File: config.mk
export PLATFORM = sky130hd
export DESIGN_NAME = output_pin_and_blank_config
export DESIGN_NICKNAME = d
export VERILOG_FILES = /design/src/design/output_pin_and_blank_config_unused_placeholder_none.sv /design/src/design/pin_mux_pkg.sv /design/src/design/blank_source.sv /design/src/design/output_pin_and_blank_config.sv /design/src/design/sync_pair.sv
export VERILOG_INCLUDE_DIRS = /design/src /design/src/design
export SDC_FILE = /design/constraint.sdc
export NUM_CORES = 1
export LEC_CHECK = 0
export BUFFER_PORTS_ARGS = -buffer_cell sky130_fd_sc_hd__buf_2
export CAP_MARGIN = 15
export CORE_MARGIN = 2
export CORE_UTILIZATION = 40
export CTS_BUF_LIST = sky130_fd_sc_hd__clkbuf_4 sky130_fd_sc_hd__clkbuf_8
export DETAILED_ROUTE_END_ITERATION = 6
export PLACE_DENSITY = 0.62
export SKIP_CTS_REPAIR_TIMING = 1
export SYNTH_ARGS = -nofsm -noshare
export SYNTH_HDL_FRONTEND = slang
export SYNTH_SLANG_ARGS = --single-unit
File: constraint.sdc
create_clock -name sys_clk_in -period 1.8 [get_ports sys_clk_in]
set_input_delay 0.27 -clock sys_clk_in [delete_from_list [all_inputs] [get_ports sys_clk_in]]
set_output_delay 0.27 -clock sys_clk_in [all_outputs]
set_load 0.005 [all_outputs]
File: src/design/pin_mux_cfg.svh
`ifndef PIN_MUX_CFG_SVH
`define PIN_MUX_CFG_SVH

// ****************************************
// sub-addresses
// ****************************************
`define OFS_OUT_CFG 8'h10
`define OFS_BLANK2 8'h31
`define OFS_BLANK1 8'h32
`define OFS_GIO 8'h34

// ****************************************
// reset values and writable-bit masks
// ****************************************
`define RST_OUT_CFG 8'h00
`define RST_BLANK2 8'h00
`define RST_BLANK1 8'h00
`define RST_GIO 16'h0000
`define MSK_OUT_CFG 8'he7
`define MSK_BLANK2 8'h7f
`define MSK_BLANK1 8'h9f

// ****************************************
// output pin configuration fields
// ****************************************
`define B_STR_LO 0
`define B_STR_HI 2
`define STR_TRISTATE 3'h7
`define STR_WEAKEST 3'h6
`define B_RES_EN 5
`define B_CSY_LO 6
`define B_CSY_HI 7

// ****************************************
// first blank mode fields
// ****************************************
`define B_FB1_FH 0
`define B_FULL_LINE_MEASURE_WINDOW 1
`define B_FB_POL 2
`define B_CLAMP 3
`define B_FLY_POL 4
`define B_FB1_FL 7

// ****************************************
// second blank mode fields
// ****************************************
`define B_FB2_FH 0
`define B_FB2_FL 1
`define B_PRIO 2
`define B_MON 3
`define B_HC_SHARE 4
`define B_HC_FH 5
`define B_HC_POL 6

// ****************************************
// general port fields
// ****************************************
`define B_DATA_LO 0
`define B_DATA_HI 6
`define B_FSY_OE 7
`define B_DIR_LO 8
`define B_DIR_HI 14
`define B_SHARE 15

// ****************************************
// horizontal drive clock timing
// ****************************************
`define CLK_PERIOD_PS 5000
`define HCLK_PERIOD_NS 1000
`define HCLK_HALF_CYC ((`HCLK_PERIOD_NS * 1000) / `CLK_PERIOD_PS / 2)

`endif

File: src/design/output_pin_and_blank_config_unused_placeholder_none.sv
`timescale 1ns/1ps

File: src/design/pin_mux_pkg.sv
package pin_mux_pkg;
   `include "pin_mux_cfg.svh"

   typedef enum logic [1:0]
   {
      CSY_COMPOSITE = 2'b00,
      CSY_FIELD = 2'b01,
      CSY_LOW = 2'b10,
      CSY_HCLK = 2'b11
   } sync_pin_function_e;

   typedef struct packed
   {
      logic [7:0] out_cfg;
      logic [7:0] blank2;
      logic [7:0] blank1;
      logic [15:0] gio;
      logic [15:0] rdata;
      logic rvalid;
      logic [6:0] hdiv;
      logic hclk;
      logic main_sync;
      logic csync;
      logic sync_oe_n;
      logic [2:0] strength;
      logic res_en;
      logic blank_one;
      logic blank_two;
      logic blank_any;
      logic blank_from_two;
      logic mon_two;
      logic clamp_en;
      logic full_line_measure_window;
      logic flyback;
      logic half_contrast;
      logic [6:0] gp_o;
      logic [6:0] gp_oe_n;
   } pin_mux_state_s;
endpackage

File: src/design/blank_source.sv
`timescale 1ns/1ps
// turns a pin level into an internal active-high signal with force controls
module blank_source
(
   // pin level and its polarity
   input wire logic pin_in,
   input wire logic invert_in,
   // forcing controls
   input wire logic force_high_in,
   input wire logic force_low_in,
   // internal signal
   output logic level_out
);
   // force high wins when software sets both forces
   always_comb
   begin
      if (force_high_in)
         level_out = 1'b1;
      else if (force_low_in)
         level_out = 1'b0;
      else
         level_out = pin_in ^ invert_in;
   end
endmodule

File: src/design/output_pin_and_blank_config.sv
`timescale 1ns/1ps
`include "pin_mux_cfg.svh"
//
// Contract
// - sync drive: 7 tristate, 6 weakest, 0 strongest
// - bit connects deflection output internal resistor
// - force-high bit forces first blank high
// - force-low bit forces first blank low
// - polarity bit makes fast blank active low
// - bit enables rgb clamping reference
// - bit selects full-line measurement window
// - polarity bit inverts horizontal flyback input
// - second blank follows pin unless forced
// - priority bit picks which blank input wins
// - monitor-select bit names monitor's blank input
// - share bit gives pin zero to half contrast
// - force bit drives half contrast high
// - polarity bit makes half contrast pin active-low
// - seven port bits carry pin data
// - bit drives front sync on port pin one
// - direction bits: clear input, set output
// - share bit swaps colour outputs and pins 2-6
//
module output_pin_and_blank_config
(
   // clock and reset
   input wire logic sys_clk_in,
   input wire logic rst_in,
   // register port by sub-address
   input wire logic [7:0] reg_addr_in,
   input wire logic [15:0] reg_wdata_in,
   input wire logic reg_wr_in,
   input wire logic reg_rd_in,
   output logic [15:0] reg_rdata_out,
   output logic reg_rvalid_out,
   // internal sync and colour sources
   input wire logic main_sync_in,
   input wire logic composite_sync_in,
   input wire logic field_in,
   input wire logic front_sync_in,
   input wire logic [4:0] colour_in,
   // sync pins
   output logic main_sync_pin_out,
   output logic composite_sync_pin_out,
   output logic sync_oe_n_out,
   output logic [2:0] sync_drive_strength_out,
   output logic deflection_resistor_enable_out,
   // fast blank and flyback pins
   input wire logic blank_input_pin_one_in,
   input wire logic blank_input_pin_two_in,
   input wire logic flyback_in,
   // internal blanking and control signals
   output logic blank_one_out,
   output logic blank_two_out,
   output logic blank_any_out,
   output logic blank_from_two_out,
   output logic monitor_input_select_out,
   output logic rgb_clamp_reference_enable_out,
   output logic full_line_measure_window_out,
   output logic flyback_active_out,
   output logic half_contrast_out,
   // general port pins, pin zero shared with half contrast
   input wire logic [6:0] general_pin_in,
   output logic [6:0] general_pin_out,
   output logic [6:0] general_pin_oe_n_out
);
   import pin_mux_pkg::*;

   // ****************************************
   // pin synchronisers
   // ****************************************
   logic [6:0] gp_s;
   logic fb1_s;
   logic fb2_s;
   logic fly_s;
   logic fb1_lvl;
   logic fb2_lvl;
   logic hc_lvl;
   logic hc_pin;
   pin_mux_state_s st_r;
   pin_mux_state_s st_nxt;
   sync_pin_function_e csy_func;

   sync_pair #(.W(10)) u_sync
   (
      .sys_clk_in(sys_clk_in),
      .rst_in(rst_in),
      .d_in({flyback_in, blank_input_pin_two_in, blank_input_pin_one_in, general_pin_in}),
      .q_out({fly_s, fb2_s, fb1_s, gp_s})
   );

   // ****************************************
   // blank and half contrast sources
   // ****************************************
   blank_source u_fb1
   (
      .pin_in(fb1_s),
      .invert_in(st_r.blank1[`B_FB_POL]),
      .force_high_in(st_r.blank1[`B_FB1_FH]),
      .force_low_in(st_r.blank1[`B_FB1_FL]),
      .level_out(fb1_lvl)
   );

   blank_source u_fb2
   (
      .pin_in(fb2_s),
      .invert_in(st_r.blank1[`B_FB_POL]),
      .force_high_in(st_r.blank2[`B_FB2_FH]),
      .force_low_in(st_r.blank2[`B_FB2_FL]),
      .level_out(fb2_lvl)
   );

   // the pin only reaches half contrast while it is handed over from the port
   assign hc_pin = gp_s[0] & st_r.blank2[`B_HC_SHARE];

   blank_source u_hc
   (
      .pin_in(hc_pin),
      .invert_in(st_r.blank2[`B_HC_POL] & st_r.blank2[`B_HC_SHARE]),
      .force_high_in(st_r.blank2[`B_HC_FH]),
      .force_low_in(1'b0),
      .level_out(hc_lvl)
   );

   assign csy_func = sync_pin_function_e'(st_r.out_cfg[`B_CSY_HI:`B_CSY_LO]);

   // ****************************************
   // next state
   // ****************************************
   always_comb
   begin
      st_nxt = st_r;
      st_nxt.rvalid = 1'b0;
      // register writes; reserved bits are held at zero
      if (reg_wr_in)
      begin
         case (reg_addr_in)
            `OFS_OUT_CFG: st_nxt.out_cfg = reg_wdata_in[7:0] & `MSK_OUT_CFG;
            `OFS_BLANK2: st_nxt.blank2 = reg_wdata_in[7:0] & `MSK_BLANK2;
            `OFS_BLANK1: st_nxt.blank1 = reg_wdata_in[7:0] & `MSK_BLANK1;
            `OFS_GIO: st_nxt.gio = reg_wdata_in;
            default: st_nxt.gio = st_r.gio;
         endcase
      end
      // register reads answer one cycle later; unknown sub-addresses read zero
      if (reg_rd_in)
      begin
         st_nxt.rvalid = 1'b1;
         case (reg_addr_in)
            `OFS_OUT_CFG: st_nxt.rdata = {8'h00, st_r.out_cfg};
            `OFS_BLANK2: st_nxt.rdata = {8'h00, st_r.blank2};
            `OFS_BLANK1: st_nxt.rdata = {8'h00, st_r.blank1};
            `OFS_GIO:
            begin
               st_nxt.rdata = st_r.gio;
               for (int i = 0; i < 7; i++)
               begin
                  if (!st_r.gio[`B_DIR_LO + i])
                     st_nxt.rdata[i] = gp_s[i];
               end
            end
            default: st_nxt.rdata = 16'h0000;
         endcase
      end
      // 1 MHz horizontal drive clock from a divide-by-200
      if (st_r.hdiv == 7'(`HCLK_HALF_CYC - 1))
      begin
         st_nxt.hdiv = 7'h00;
         st_nxt.hclk = !st_r.hclk;
      end
      else
         st_nxt.hdiv = st_r.hdiv + 7'h01;
      // sync pins
      st_nxt.strength = st_r.out_cfg[`B_STR_HI:`B_STR_LO];
      st_nxt.sync_oe_n = (st_r.out_cfg[`B_STR_HI:`B_STR_LO] == `STR_TRISTATE);
      st_nxt.res_en = st_r.out_cfg[`B_RES_EN];
      st_nxt.main_sync = main_sync_in;
      case (csy_func)
         CSY_COMPOSITE: st_nxt.csync = composite_sync_in;
         CSY_FIELD: st_nxt.csync = field_in;
         CSY_LOW: st_nxt.csync = 1'b0;
         CSY_HCLK: st_nxt.csync = st_r.hclk;
         default: st_nxt.csync = 1'b0;
      endcase
      // blanking
      st_nxt.blank_one = fb1_lvl;
      st_nxt.blank_two = fb2_lvl;
      st_nxt.blank_any = fb1_lvl | fb2_lvl;
      if (st_r.blank2[`B_PRIO])
         st_nxt.blank_from_two = fb2_lvl;
      else
         st_nxt.blank_from_two = fb2_lvl & !fb1_lvl;
      st_nxt.mon_two = st_r.blank2[`B_MON];
      st_nxt.clamp_en = st_r.blank1[`B_CLAMP];
      st_nxt.full_line_measure_window = st_r.blank1[`B_FULL_LINE_MEASURE_WINDOW];
      st_nxt.flyback = fly_s ^ st_r.blank1[`B_FLY_POL];
      st_nxt.half_contrast = hc_lvl;
      // general port pins
      for (int i = 0; i < 7; i++)
      begin
         st_nxt.gp_o[i] = st_r.gio[`B_DATA_LO + i];
         st_nxt.gp_oe_n[i] = !st_r.gio[`B_DIR_LO + i];
      end
      if (st_r.blank2[`B_HC_SHARE])
      begin
         st_nxt.gp_o[0] = 1'b0;
         st_nxt.gp_oe_n[0] = 1'b1;
      end
      if (st_r.gio[`B_FSY_OE])
      begin
         st_nxt.gp_o[1] = front_sync_in;
         st_nxt.gp_oe_n[1] = 1'b0;
      end
      // colour outputs own pins 2 to 6 until the port takes them over
      if (!st_r.gio[`B_SHARE])
      begin
         st_nxt.gp_o[6:2] = colour_in;
         st_nxt.gp_oe_n[6:2] = 5'h00;
      end
   end

   // ****************************************
   // state register
   // ****************************************
   always_ff @(posedge sys_clk_in)
   begin
      if (rst_in)
      begin
         st_r <= '0;
         st_r.out_cfg <= `RST_OUT_CFG;
         st_r.blank2 <= `RST_BLANK2;
         st_r.blank1 <= `RST_BLANK1;
         st_r.gio <= `RST_GIO;
         // pins 0 and 1 start as inputs; colour outputs drive 2 to 6
         st_r.gp_oe_n <= 7'h03;
      end
      else
         st_r <= st_nxt;
   end

   // ****************************************
   // outputs
   // ****************************************
   assign reg_rdata_out = st_r.rdata;
   assign reg_rvalid_out = st_r.rvalid;
   assign main_sync_pin_out = st_r.main_sync;
   assign composite_sync_pin_out = st_r.csync;
   assign sync_oe_n_out = st_r.sync_oe_n;
   assign sync_drive_strength_out = st_r.strength;
   assign deflection_resistor_enable_out = st_r.res_en;
   assign blank_one_out = st_r.blank_one;
   assign blank_two_out = st_r.blank_two;
   assign blank_any_out = st_r.blank_any;
   assign blank_from_two_out = st_r.blank_from_two;
   assign monitor_input_select_out = st_r.mon_two;
   assign rgb_clamp_reference_enable_out = st_r.clamp_en;
   assign full_line_measure_window_out = st_r.full_line_measure_window;
   assign flyback_active_out = st_r.flyback;
   assign half_contrast_out = st_r.half_contrast;
   assign general_pin_out = st_r.gp_o;
   assign general_pin_oe_n_out = st_r.gp_oe_n;
endmodule

File: src/design/sync_pair.sv
`timescale 1ns/1ps
// two-stage synchroniser for pins that arrive from outside the clock domain
module sync_pair
#(
   parameter int W = 1
)
(
   // clock and reset
   input wire logic sys_clk_in,
   input wire logic rst_in,
   // asynchronous levels in, synchronised levels out
   input wire logic [W-1:0] d_in,
   output logic [W-1:0] q_out
);
   logic [W-1:0] meta_r;

   always_ff @(posedge sys_clk_in)
   begin
      if (rst_in)
      begin
         meta_r <= '0;
         q_out <= '0;
      end
      else
      begin
         meta_r <= d_in;
         q_out <= meta_r;
      end
   end
endmodule
# Word level (Yosys, flattened, before mapping)
# Cells that the tools add are included.
[classes] addsub=1 n_eq_ne=9 mux=19 bitwise_logic=9 n_reduce_logical=17
[op_table] cell="$pmux 16 s4" count=1
[op_table] cell="$eq 8x6->1 const B" count=3
[op_table] cell="$mux 1" count=16
[op_table] cell="$logic_not 1->1" count=9
[op_table] cell="$eq 8x5->1 const B" count=1
[op_table] cell="$reduce_and 2->1" count=4
[op_table] cell="$add 7x1->7 const B" count=1
[op_table] cell="$eq 7x7->1 const B" count=1
[op_table] cell="$reduce_or 2->1" count=3
[op_table] cell="$mux 5" count=1
[op_table] cell="$eq 2x2->1 const B" count=2
[op_table] cell="$pmux 1 s4" count=1
[op_table] cell="$xor 1x1->1" count=4
[op_table] cell="$and 1x1->1" count=3
[op_table] cell="$eq 3x3->1 const B" count=1
[op_table] cell="$eq 2x1->1 const B" count=1
[op_table] cell="$logic_not 2->1" count=1
[op_table] cell="$not 1->1" count=1
[op_table] cell="$or 1x1->1" count=1
[totals] ff_bits=110 input_bits=47 out_inout_bits=47 elab_cells=84

# Longest topological paths before layout
# Gate-level depths: netlist of run 1.
[depth] depth_word=6 mapped_depth=6 ltp_nobuf=5

# Cells and area by module
# A second synthesis of run 1 with hierarchy kept.
[hier_totals] hier_cells=425 area_unflattened_um2=4391.7
[by_module_without_submodules] module="output_pin_and_blank_config" n_inst=1 cells_per_inst=377 area_per_inst_um2=3724.8 seq_area_each_um2=1801.7
[by_module_without_submodules] module="sync_pair" n_inst=1 cells_per_inst=42 area_per_inst_um2=618.1 seq_area_each_um2=400.4
[by_module_without_submodules] module="blank_source" n_inst=3 cells_per_inst=2 area_per_inst_um2=16.3 seq_area_each_um2=0.0

# Least setup slack after synthesis of run 1
# OpenSTA, ideal clock, no wires.
[synth_path] kind="input -> register" start="input port reg_addr_in[7]" end="register st_r[60] (netlist name)" setup_time_ps=128 arrival_time_ps=1416 t_required_ps=1672 setup_slack_ps=257 path_stages=5 path_buffers=1 path_cell_list="nor4b_4 > nand4_4 > buf_6 > mux2i_1 > nor2_1"
[synth_between] elab_chain_len=2
[synth_lines] item="start: declaration" line="output_pin_and_blank_config.sv:30" rtl="input wire logic [7:0] reg_addr_in,"
[synth_lines] item="$eq 8x6->1" line="output_pin_and_blank_config.sv:137" rtl="case (reg_addr_in)"
[synth_lines] item="$reduce_and 2->1 (no line)"
[synth_lines] item="end signal: assignment" line="output_pin_and_blank_config.sv:238" rtl="st_r <= st_nxt;"
[synth_lines] item="end: declaration" line="output_pin_and_blank_config.sv:80" rtl="pin_mux_state_s st_r;"
# No other way between the ends.
# A chain may end at the register's enable or synchronous reset.

# Worst setup path in the final report of run 1
[layout_path] start="register st_r[31] (netlist name)" end="register st_r[36] (netlist name)"
[layout_between] elab_chain_len=2 elab_cells_between_ends=3 classes_between="add/sub: 1; eq/ne: 1; reduce/logical: 1"
[layout_lines] item="parallel branches: the longest is 2 deep, another holds $add 7x1->7"
# Parallel ways; which one is timed is not known.

==> results of run 1 <==
stage by stage:
step,utilization (%),worst slack (ns)
final,46.2,0.156
after global routing,46.2,0.0172
after CTS,46.2,0.146
after detailed placement,44.5,0.161
after global placement,44.5,0.184
after floorplan,-,0.257
worst max-delay path, stage by stage (launching register included):
cell and delay, ns:
sky130_fd_sc_hd__dfxtp_1 0.37, sky130_fd_sc_hd__ha_1 0.24, sky130_fd_sc_hd__nand4bb_1 0.14, sky130_fd_sc_hd__or3b_2 0.51
sky130_fd_sc_hd__nand2b_1 0.22, sky130_fd_sc_hd__nor2_1 0.07
power by group:
part	switching, uW	total (uW)	internal, uW
logic	124	219	95.2
registers	13.5	2490	2470
clock network	878	1400	520
total	1020	4100	3090
registers in the layout, indices dropped and copies added, names as in the netlist, 2 cells and up:
signal / count
csy_func: 2
general_pin_oe_n_out: 7
general_pin_out: 7
reg_rdata_out: 16
st_nxt: 7
st_r: 34
sync_drive_strength_out: 3
u_sync.meta_r: 10
u_sync.q_out: 10
cells by family after synthesis:
| group | after synthesis | synth area share, % |
|---|---|---|
| and+or+nand+nor | 148 | 18.4 |
| muxes | 49 | 11.7 |
| xor gates and xnor gates | 9 | 1.88 |
| buffers and inverters | 54 | 8.13 |
| AOI/OAI and AO/OA | 45 | 7.23 |
| DFF | 110 | 52.4 |
| adders and majority gates | 1 | 0.298 |
routing by layer:
layer  track usage (%)  vias to the layer above  routed length, um
met5                 0                        -                  0
met3              3.56                       18                527
met2              25.3                       91               3950
li1                  -                     1477                  -
met1              21.2                     1358               4180
met4              7.33                        0                204
path summary, 6_finish.rpt:
| path | startpoint | endpoint | slack [ns] | cells past startpoint |
|---|---|---|---|---|
| max | st_r[31] | st_r[36] | 0.16 | 5 |
| min | general_pin_in[0] | u_sync.meta_r[0] | 0.1 | 2 |
| min reg2reg | u_sync.meta_r[5] | u_sync.q_out[5] | 0.44 | 1 |
| max reg2reg | st_r[31] | st_r[36] | 0.16 | 5 |
area by class of cell:
| class | count | area, um2 | share of cell area [%] |
|---|---|---|---|
| flip-flops and latches | 110 | 2200 | 46.3 |
| multi-input cells | 252 | 1660 | 34.9 |
| repair buffers | 100 | 531 | 11.2 |
| well taps | 136 | 170 | 3.58 |
| clock buffers | 9 | 124 | 2.61 |
| clock inverters | 7 | 58.8 | 1.24 |
| inverters | 2 | 7.51 | 0.158 |
synthesized netlist by cell type, types with 2 or more instances:
master / number / share of area (%)
sky130_fd_sc_hd__nor2b_1: 41 / 6.1
sky130_fd_sc_hd__a21oi_1: 12 / 1.4
sky130_fd_sc_hd__xor2_1: 5 / 1.0
sky130_fd_sc_hd__and4_2: 2 / 0.48
sky130_fd_sc_hd__dfxtp_1: 110 / 52
sky130_fd_sc_hd__nand2_1: 12 / 1.1
sky130_fd_sc_hd__nand2b_1: 2 / 0.30
sky130_fd_sc_hd__xnor2_1: 4 / 0.83
sky130_fd_sc_hd__and2_1: 2 / 0.30
sky130_fd_sc_hd__and3_1: 2 / 0.30
sky130_fd_sc_hd__and2_2: 2 / 0.36
sky130_fd_sc_hd__buf_4: 34 / 6.1
sky130_fd_sc_hd__o21a_1: 2 / 0.36
sky130_fd_sc_hd__nand3_1: 3 / 0.36
sky130_fd_sc_hd__a22o_1: 4 / 0.83
sky130_fd_sc_hd__mux2i_1: 49 / 12
sky130_fd_sc_hd__inv_1: 2 / 0.18
sky130_fd_sc_hd__clkbuf_1: 13 / 1.2
sky130_fd_sc_hd__nor2_1: 73 / 6.5
sky130_fd_sc_hd__nand4_2: 2 / 0.60
sky130_fd_sc_hd__buf_2: 3 / 0.36
sky130_fd_sc_hd__o21ai_0: 9 / 1.1
sky130_fd_sc_hd__a22oi_1: 5 / 0.89
sky130_fd_sc_hd__o2bb2ai_1: 5 / 1.0
sky130_fd_sc_hd__o32a_1: 2 / 0.48
sky130_fd_sc_hd__a32oi_1: 3 / 0.63
==> flow_results.xml, run 1 <==
<?xml version="1.0" encoding="UTF-8"?>
<metrics>
  <group name="outcome">
    <metric name="run_status" unit="">finished clean</metric>
  </group>
  <group name="cts">
    <metric name="cts_tree" unit="">yes</metric>
    <metric name="tritoncts.num_buffers" unit="">9</metric>
    <metric name="clkSlewWorstSetupHoldPaths" unit="ns">0.10</metric>
    <metric name="insertion_delay" unit="ns">0.38</metric>
    <metric name="cts.sinks" unit="">110</metric>
    <metric name="cts_root_buf" unit="">sky130_fd_sc_hd__clkbuf_8</metric>
    <metric name="ctsHtreeMaxLevel" unit="">3</metric>
    <metric name="clock_path_buffers" unit="">2</metric>
  </group>
  <group name="routing">
    <metric name="drtAntennaViolNets" unit="">0</metric>
    <metric name="wirelength" unit="mm">8.87</metric>
    <metric name="detail_route.first_pass.iterations" unit="">4</metric>
    <metric name="route.vias.total" unit="">2944</metric>
    <metric name="route.detailed.drc" unit="">0</metric>
    <metric name="dr.first_iter.drc_count" unit="">86</metric>
    <metric name="vias_per_cell" unit="">4.78</metric>
    <metric name="wl_per_cell" unit="um">14.4</metric>
  </group>
  <group name="synth">
    <metric name="syn_nets" unit="">464</metric>
    <metric name="postSynthCellCount" unit="">416</metric>
    <metric name="syn-cell-area" unit="um2">4200</metric>
    <metric name="synth_ff_type" unit="">sky130_fd_sc_hd__dfxtp_1</metric>
    <metric name="ys_seq_area_share" unit="%">52.4</metric>
    <metric name="synth-seq-cells" unit="">110</metric>
    <metric name="yosysWarningCount" unit="">0</metric>
    <metric name="synth-edff-count" unit="">0</metric>
    <metric name="syn_avg_cell_area" unit="um2">10.1</metric>
    <metric name="ys_async_sr_fraction" unit="%">0</metric>
    <metric name="ys_types" unit="">39</metric>
  </group>
  <group name="floorplanning">
    <metric name="placementRows" unit="">37</metric>
    <metric name="floorplan.die.height" unit="um">107</metric>
    <metric name="core_area" unit="um2">10300</metric>
    <metric name="width_of_the_die" unit="um">107</metric>
    <metric name="io_pins" unit="">94</metric>
    <metric name="start_util" unit="%">40.9</metric>
    <metric name="die_area" unit="um2">11300</metric>
  </group>
  <group name="global_route">
    <metric name="gr-usage-all-layers" unit="%">16.1</metric>
    <metric name="grt_pass1_wl" unit="mm">14.2</metric>
    <metric name="maximum_number_of_pins_on_one_net_before_global_route_repair" unit="">35</metric>
    <metric name="number_of_antenna_violations_at_the_first_check_in_global_routing" unit="">0</metric>
    <metric name="via_count_of_the_first_global_routing_pass" unit="">2841</metric>
    <metric name="globalRoute.totalOverflow" unit="">0</metric>
  </group>
  <group name="layout">
    <metric name="layout.cells.most_common_list" unit="">110 x sky130_fd_sc_hd__dfxtp_1, 93 x sky130_fd_sc_hd__buf_2, 73 x sky130_fd_sc_hd__nor2_1, 49 x sky130_fd_sc_hd__mux2i_1, 41 x sky130_fd_sc_hd__nor2b_1</metric>
    <metric name="most_common_library_cell_in_the_layout_ignoring_fill_and_taps" unit="">sky130_fd_sc_hd__dfxtp_1</metric>
    <metric name="fill_cells" unit="">998</metric>
    <metric name="postLayoutCellArea" unit="um2">4750</metric>
    <metric name="layout-area-overhead-vs-synth" unit="%">13.1</metric>
    <metric name="finish.net_count" unit="">523</metric>
    <metric name="post_route_cells_drive_above_1_share" unit="%">26.0</metric>
    <metric name="layoutNonFillerInstCount" unit="">616</metric>
    <metric name="num_antenna_cells" unit="">0</metric>
  </group>
  <group name="setup_path">
    <metric name="criticalPathCategory" unit="">flip-flop to flip-flop</metric>
    <metric name="critical_path_arrival" unit="ns">1.91</metric>
    <metric name="path_max_fanout" unit="">6</metric>
    <metric name="worst_ep_required_time" unit="ns">2.07</metric>
    <metric name="start_kind" unit="">flip-flop</metric>
    <metric name="endpoint_kind" unit="">flip-flop</metric>
  </group>
  <group name="placement">
    <metric name="gpl.final_weighted_congestion" unit="">0.842</metric>
    <metric name="dpl.cell_count" unit="">600</metric>
    <metric name="detailed_place_hpwl" unit="mm">6.50</metric>
    <metric name="placedInstanceArea" unit="um2">4570</metric>
    <metric name="io_buffers" unit="">93</metric>
  </group>
  <group name="power">
    <metric name="power.ir.vdd_worst" unit="mV">0.379</metric>
    <metric name="leakage" unit="uW">0.00218</metric>
    <metric name="report.power.total" unit="uW">4100</metric>
    <metric name="pwr_density_cell" unit="nW/um2">863</metric>
  </group>
  <group name="timing">
    <metric name="grt_setup_unrepaired" unit="">false</metric>
    <metric name="timing.max_slew.rel_slack" unit="%">66.8</metric>
    <metric name="final_skew" unit="ns">0.0141</metric>
    <metric name="period_minus_slack" unit="ns">1.64</metric>
    <metric name="post_route_hold_slack" unit="ns">0.0994</metric>
    <metric name="max_slew.worst_pin.slew" unit="ns">0.496</metric>
    <metric name="totalNegativeSetupSlack" unit="ns">0</metric>
    <metric name="drv_slew" unit="">0</metric>
    <metric name="min_period_over_period" unit="%">91.3</metric>
    <metric name="setup-violations-final" unit="">0</metric>
    <metric name="fmaxAchievable" unit="GHz">0.608</metric>
    <metric name="finalHoldViolCount" unit="">0</metric>
  </group>
  <group name="run">
    <metric name="cap_violations" unit="">0</metric>
  </group>
  <group name="worst_hold_path">
    <metric name="hp-class" unit="">input port to flip-flop</metric>
  </group>
</metrics>
(Power assumes the default switching activity.)
==> inputs of run 2 (changes only) <==
Clock period 1.8 ns to 1.7 ns, I/O delays scaled along.
==> run 2 against run 1 <==
Against the previous run: routed wire length fell by 0.90%; cell area is 1.6% higher; sequential share of layout area fell by 0.73 points; maximum frequency grew 5.3%; critical path type unchanged; largest cell class unchanged; largest power group unchanged.
==> flow_results.xml, run 2 (same netlist as run 1, synthesis figures left out) <==
<?xml version="1.0" encoding="UTF-8"?>
<metrics>
  <group name="timing">
    <metric name="grt_setup_unrepaired" unit="">false</metric>
    <metric name="period_minus_slack" unit="ns">1.56</metric>
    <metric name="final_skew" unit="ns">0.0127</metric>
    <metric name="finalHoldViolCount" unit="">0</metric>
    <metric name="post_route_hold_slack" unit="ns">0.0814</metric>
    <metric name="max_slew.worst_pin.slew" unit="ns">0.527</metric>
    <metric name="fmaxAchievable" unit="GHz">0.640</metric>
    <metric name="totalNegativeSetupSlack" unit="ns">0</metric>
    <metric name="min_period_over_period" unit="%">91.9</metric>
    <metric name="drv_slew" unit="">0</metric>
    <metric name="setup-violations-final" unit="">0</metric>
    <metric name="timing.max_slew.rel_slack" unit="%">64.7</metric>
  </group>
  <group name="cts">
    <metric name="tritoncts.num_buffers" unit="">9</metric>
    <metric name="cts_tree" unit="">yes</metric>
    <metric name="cts.sinks" unit="">110</metric>
    <metric name="cts_root_buf" unit="">sky130_fd_sc_hd__clkbuf_8</metric>
    <metric name="clock_path_buffers" unit="">2</metric>
    <metric name="ctsHtreeMaxLevel" unit="">3</metric>
    <metric name="insertion_delay" unit="ns">0.37</metric>
    <metric name="clkSlewWorstSetupHoldPaths" unit="ns">0.10</metric>
  </group>
  <group name="layout">
    <metric name="max_flop_register" unit="">st_r</metric>
    <metric name="post_route_cells_drive_above_1_share" unit="%">26.8</metric>
    <metric name="layout-area-overhead-vs-synth" unit="%">14.9</metric>
    <metric name="post-route-util" unit="%">47.0</metric>
    <metric name="postLayoutCellArea" unit="um2">4830</metric>
    <metric name="num_antenna_cells" unit="">0</metric>
    <metric name="largest_register_ffs" unit="">34</metric>
    <metric name="most_common_library_cell_in_the_layout_ignoring_fill_and_taps" unit="">sky130_fd_sc_hd__dfxtp_1</metric>
    <metric name="finish.net_count" unit="">525</metric>
    <metric name="layout.cells.most_common_list" unit="">110 x sky130_fd_sc_hd__dfxtp_1, 93 x sky130_fd_sc_hd__buf_2, 73 x sky130_fd_sc_hd__nor2_1, 49 x sky130_fd_sc_hd__mux2i_1, 41 x sky130_fd_sc_hd__nor2b_1</metric>
    <metric name="layoutNonFillerInstCount" unit="">618</metric>
  </group>
  <group name="routing">
    <metric name="dr.first_iter.drc_count" unit="">80</metric>
    <metric name="detail_route.first_pass.iterations" unit="">4</metric>
    <metric name="drtAntennaViolNets" unit="">0</metric>
    <metric name="wl_per_cell" unit="um">14.2</metric>
    <metric name="vias_per_cell" unit="">4.68</metric>
    <metric name="wirelength" unit="mm">8.79</metric>
    <metric name="route.detailed.drc" unit="">0</metric>
    <metric name="route.vias.total" unit="">2895</metric>
  </group>
  <group name="power">
    <metric name="power.ir.vdd_worst" unit="mV">0.449</metric>
    <metric name="leakage" unit="uW">0.00222</metric>
    <metric name="pwr_density_cell" unit="nW/um2">955</metric>
  </group>
  <group name="floorplanning">
    <metric name="width_of_the_die" unit="um">107</metric>
    <metric name="placementRows" unit="">37</metric>
    <metric name="start_util" unit="%">40.9</metric>
    <metric name="io_pins" unit="">94</metric>
    <metric name="core_area" unit="um2">10300</metric>
    <metric name="die_area" unit="um2">11300</metric>
    <metric name="floorplan.die.height" unit="um">107</metric>
  </group>
  <group name="setup_path">
    <metric name="endpoint_kind" unit="">flip-flop</metric>
    <metric name="setup.worst_path.start" unit="">st_r[31]</metric>
    <metric name="critical_path_arrival" unit="ns">1.83</metric>
    <metric name="r2r_end" unit="">st_r[30]</metric>
    <metric name="worstSetupEndpoint" unit="">st_r[30]</metric>
    <metric name="start_kind" unit="">flip-flop</metric>
    <metric name="path_max_fanout" unit="">4</metric>
    <metric name="timing.reg2reg.setup_slack" unit="ns">0.14</metric>
    <metric name="criticalPathCategory" unit="">flip-flop to flip-flop</metric>
    <metric name="reg2reg_from" unit="">st_r[31]</metric>
    <metric name="worst-r2r-cell-count" unit="">5</metric>
    <metric name="worst_ep_required_time" unit="ns">1.97</metric>
  </group>
  <group name="global_route">
    <metric name="maximum_number_of_pins_on_one_net_before_global_route_repair" unit="">36</metric>
    <metric name="gr-usage-all-layers" unit="%">16.2</metric>
    <metric name="via_count_of_the_first_global_routing_pass" unit="">2705</metric>
    <metric name="grt_pass1_wl" unit="mm">14.0</metric>
    <metric name="globalRoute.totalOverflow" unit="">0</metric>
    <metric name="number_of_antenna_violations_at_the_first_check_in_global_routing" unit="">0</metric>
  </group>
  <group name="worst_hold_path">
    <metric name="hp-class" unit="">input port to flip-flop</metric>
  </group>
  <group name="placement">
    <metric name="dpl.cell_count" unit="">602</metric>
    <metric name="detailed_place_hpwl" unit="mm">6.56</metric>
    <metric name="placedInstanceArea" unit="um2">4600</metric>
    <metric name="gpl.final_weighted_congestion" unit="">0.840</metric>
    <metric name="io_buffers" unit="">93</metric>
  </group>
  <group name="run">
    <metric name="cap_violations" unit="">0</metric>
  </group>
  <group name="outcome">
    <metric name="run_status" unit="">finished clean</metric>
  </group>
</metrics>
## run 2: area by class of cell
type	count	area [um2]
clock buffers	11	145
clock inverters	5	81.3
fillers	1049	5450
inverters	2	7.51
multi-input cells	252	1660
flip-flops and latches	110	2200
well taps	136	170
repair buffers	102	558
## run 2: per-layer routing
layer	vias up	part of all wire [%]	GRT usage, %
met5	-	0	0
li1	1476	-	-
met1	1331	48	21.4
met2	71	45	24.9
met3	17	5.0	4.41
met4	0	2.4	7.14
## run 2: worst min-delay path by stage
| stage | start | end | cells after the start |
|---|---|---|---|
| 3_3_place_gp | u_sync.meta_r[7] | u_sync.q_out[7] | 1 |
| 2_1_floorplan | main_sync_in | main_sync_pin_out | 1 |
| 6_report | general_pin_in[0] | u_sync.meta_r[0] | 2 |
| 5_1_grt | general_pin_in[0] | u_sync.meta_r[0] | 2 |
| 4_1_cts | general_pin_in[0] | u_sync.meta_r[0] | 2 |
| 3_5_place_dp | u_sync.meta_r[5] | u_sync.q_out[5] | 1 |
## run 2: report_power, final
part,switching (uW),internal [uW],total [uW]
clock network,852,890,1740
registers,14.3,2620,2630
logic,132,103,236
total,998,3610,4610
## run 2: critical path, stage by stage (launching register included)
cell                        delay (ns)
sky130_fd_sc_hd__dfxtp_1          0.36
sky130_fd_sc_hd__ha_2             0.22
sky130_fd_sc_hd__nand4bb_1        0.14
sky130_fd_sc_hd__or3b_2           0.53
sky130_fd_sc_hd__xor2_1           0.15
sky130_fd_sc_hd__nor2_1           0.05
## run 2: metrics by stage
| step | power, uW | setup WS [ns] |
|---|---|---|
| after floorplan | 2810 | 0.172 |
| after global placement | 2930 | 0.107 |
| after detailed placement | 2930 | 0.0655 |
| after CTS | 4660 | 0.0589 |
| after global routing | 4810 | 0.0398 |
| final | 4610 | 0.138 |
==> inputs of run 3 (changes only) <==
Settings changed: RECOVER_POWER from default to 100.
==> run 3 against run 2 <==
Against the previous run: cell area decreased by 1.0%; via count increased by 0.41%; sequential cell count unchanged; global-route usage unchanged; die area unchanged; sequential share of layout area increased by 0.47 points; clock skew about the same; clock power about the same; core utilization decreased by 0.47 points; final cell count unchanged; critical path type unchanged.
==> flow_results.xml, run 3 (same netlist as run 1, synthesis figures left out) <==
<?xml version="1.0" encoding="UTF-8"?>
<metrics>
  <group name="routing">
    <metric name="vias_per_cell" unit="">4.70</metric>
    <metric name="dr.first_iter.drc_count" unit="">86</metric>
    <metric name="detail_route.first_pass.iterations" unit="">4</metric>
    <metric name="drtAntennaViolNets" unit="">0</metric>
    <metric name="route.vias.total" unit="">2907</metric>
    <metric name="route.detailed.drc" unit="">0</metric>
    <metric name="wirelength" unit="mm">8.78</metric>
    <metric name="wl_per_cell" unit="um">14.2</metric>
  </group>
  <group name="timing">
    <metric name="period_minus_slack" unit="ns">1.55</metric>
    <metric name="max_slew.worst_pin.slew" unit="ns">0.812</metric>
    <metric name="grt_setup_unrepaired" unit="">false</metric>
    <metric name="setup-violations-final" unit="">0</metric>
    <metric name="finalHoldViolCount" unit="">0</metric>
    <metric name="timing.max_slew.rel_slack" unit="%">45.8</metric>
    <metric name="fmaxAchievable" unit="GHz">0.645</metric>
    <metric name="min_period_over_period" unit="%">91.2</metric>
    <metric name="layout_setup_ws" unit="ns">0.150</metric>
    <metric name="final_skew" unit="ns">0.0129</metric>
    <metric name="drv_slew" unit="">0</metric>
    <metric name="totalNegativeSetupSlack" unit="ns">0</metric>
  </group>
  <group name="placement">
    <metric name="detailed_place_hpwl" unit="mm">6.56</metric>
    <metric name="gpl.final_weighted_congestion" unit="">0.840</metric>
    <metric name="io_buffers" unit="">93</metric>
    <metric name="pre_cts_slack" unit="ns">0.0655</metric>
  </group>
  <group name="global_route">
    <metric name="gr-usage-all-layers" unit="%">16.2</metric>
    <metric name="maximum_number_of_pins_on_one_net_before_global_route_repair" unit="">36</metric>
    <metric name="via_count_of_the_first_global_routing_pass" unit="">2705</metric>
    <metric name="grt_pass1_wl" unit="mm">14.0</metric>
    <metric name="globalRoute.totalOverflow" unit="">0</metric>
    <metric name="number_of_antenna_violations_at_the_first_check_in_global_routing" unit="">0</metric>
  </group>
  <group name="setup_path">
    <metric name="worstPathBufferInverterCount" unit="">0</metric>
    <metric name="crit_path_cell_trace" unit="">ha_2, nand4bb_1, or3b_2, xor2_1, nor2_1</metric>
    <metric name="cp_num_cells" unit="">5</metric>
    <metric name="critPathTopFamily" unit="">simple AND/OR/NAND/NOR gates</metric>
    <metric name="critical_path_arrival" unit="ns">1.82</metric>
    <metric name="criticalPathCategory" unit="">flip-flop to flip-flop</metric>
    <metric name="worst_ep_required_time" unit="ns">1.97</metric>
    <metric name="critical_path.slowest_cell" unit="">sky130_fd_sc_hd__or3b_2</metric>
    <metric name="start_kind" unit="">flip-flop</metric>
    <metric name="endpoint_kind" unit="">flip-flop</metric>
    <metric name="worst-r2r-cell-count" unit="">5</metric>
    <metric name="critical_path_max_stage_delay" unit="ns">0.53</metric>
    <metric name="path_max_fanout" unit="">4</metric>
  </group>
  <group name="power">
    <metric name="pwr_density_cell" unit="nW/um2">963</metric>
    <metric name="leakage" unit="uW">0.00214</metric>
    <metric name="power.ir.vdd_worst" unit="mV">0.447</metric>
  </group>
  <group name="cts">
    <metric name="clock_path_buffers" unit="">2</metric>
    <metric name="ctsHtreeMaxLevel" unit="">3</metric>
    <metric name="clkSlewWorstSetupHoldPaths" unit="ns">0.10</metric>
    <metric name="cts.sinks" unit="">110</metric>
    <metric name="insertion_delay" unit="ns">0.37</metric>
    <metric name="tritoncts.num_buffers" unit="">9</metric>
    <metric name="cts_root_buf" unit="">sky130_fd_sc_hd__clkbuf_8</metric>
    <metric name="cts_tree" unit="">yes</metric>
  </group>
  <group name="layout">
    <metric name="fill_cells" unit="">1060</metric>
    <metric name="largest_register_ffs" unit="">34</metric>
    <metric name="max_flop_register" unit="">st_r</metric>
    <metric name="num_antenna_cells" unit="">0</metric>
    <metric name="multi_input_area" unit="um2">1660</metric>
    <metric name="sequential_cell_area" unit="um2">2200</metric>
    <metric name="finish.net_count" unit="">525</metric>
    <metric name="post_route_cells_drive_above_1_share" unit="%">22.4</metric>
    <metric name="post-route-util" unit="%">46.5</metric>
    <metric name="layout-area-overhead-vs-synth" unit="%">13.7</metric>
    <metric name="most_common_library_cell_in_the_layout_ignoring_fill_and_taps" unit="">sky130_fd_sc_hd__dfxtp_1</metric>
    <metric name="layout.cells.most_common_list" unit="">110 x sky130_fd_sc_hd__dfxtp_1, 78 x sky130_fd_sc_hd__buf_2, 73 x sky130_fd_sc_hd__nor2_1, 49 x sky130_fd_sc_hd__mux2i_1, 41 x sky130_fd_sc_hd__nor2b_1</metric>
  </group>
  <group name="run">
    <metric name="cap_violations" unit="">0</metric>
  </group>
  <group name="worst_hold_path">
    <metric name="hold-path-cell-count" unit="">2</metric>
    <metric name="hp-class" unit="">input port to flip-flop</metric>
  </group>
  <group name="floorplanning">
    <metric name="placementRows" unit="">37</metric>
    <metric name="width_of_the_die" unit="um">107</metric>
    <metric name="start_util" unit="%">40.9</metric>
    <metric name="core_area" unit="um2">10300</metric>
    <metric name="io_pins" unit="">94</metric>
    <metric name="floorplan.die.height" unit="um">107</metric>
    <metric name="die_area" unit="um2">11300</metric>
  </group>
  <group name="outcome">
    <metric name="run_status" unit="">finished clean</metric>
  </group>
</metrics>
## run 3: cell types whose count changed in the layout (fill, tap and decap cells not counted), sizes merged
cell	before	now
clkbuf	11	30
buf	102	83
## run 3: report_power, final
| group | internal [uW] | total [uW] | switching (uW) | leakage [uW] |
|---|---|---|---|---|
| Clock | 890 | 1740 | 852 | 0.000113 |
| Sequential | 2620 | 2630 | 14.4 | 0.000894 |
| Combinational | 98.3 | 230 | 132 | 0.00113 |
| Total | 3610 | 4600 | 998 | 0.00214 |
## run 3: final timing paths
kind	start	end	slack, ns
max	st_r[31]	st_r[30]	0.15
min	general_pin_in[0]	u_sync.meta_r[0]	0.08
max reg2reg	st_r[31]	st_r[30]	0.15
min reg2reg	u_sync.meta_r[5]	u_sync.q_out[5]	0.44
## run 3: through the flow
stage | area, um2 | hold WS (ns) | power, uW | instances
after floorplan | 4200 | 0.383 | 2810 | 416
after global placement | 4600 | 0.424 | 2930 | 602
after detailed placement | 4600 | 0.420 | 2930 | 602
after CTS | 4820 | 0.0592 | 4660 | 618
after global routing | 4780 | 0.0555 | 4800 | 618
final | 4780 | 0.0802 | 4600 | 618
## run 3: final cells by class
| type | count | share of cell area, % |
|---|---|---|
| Clock inverter | 5 | 1.70 |
| Tap cell | 136 | 3.56 |
| Inverter | 2 | 0.157 |
| Sequential cell | 110 | 46.1 |
| Clock buffer | 11 | 3.04 |
| Timing Repair Buffer | 102 | 10.7 |
| Multi-Input combinational cell | 252 | 34.8 |
## run 3: metal layers
metal,vias up,GRT usage [%],part of all wire [%]
li1,1483,-,-
met1,1332,21.4,47
met2,75,24.9,45
met3,17,4.41,5.8
met4,0,7.14,2.4
met5,-,0,0
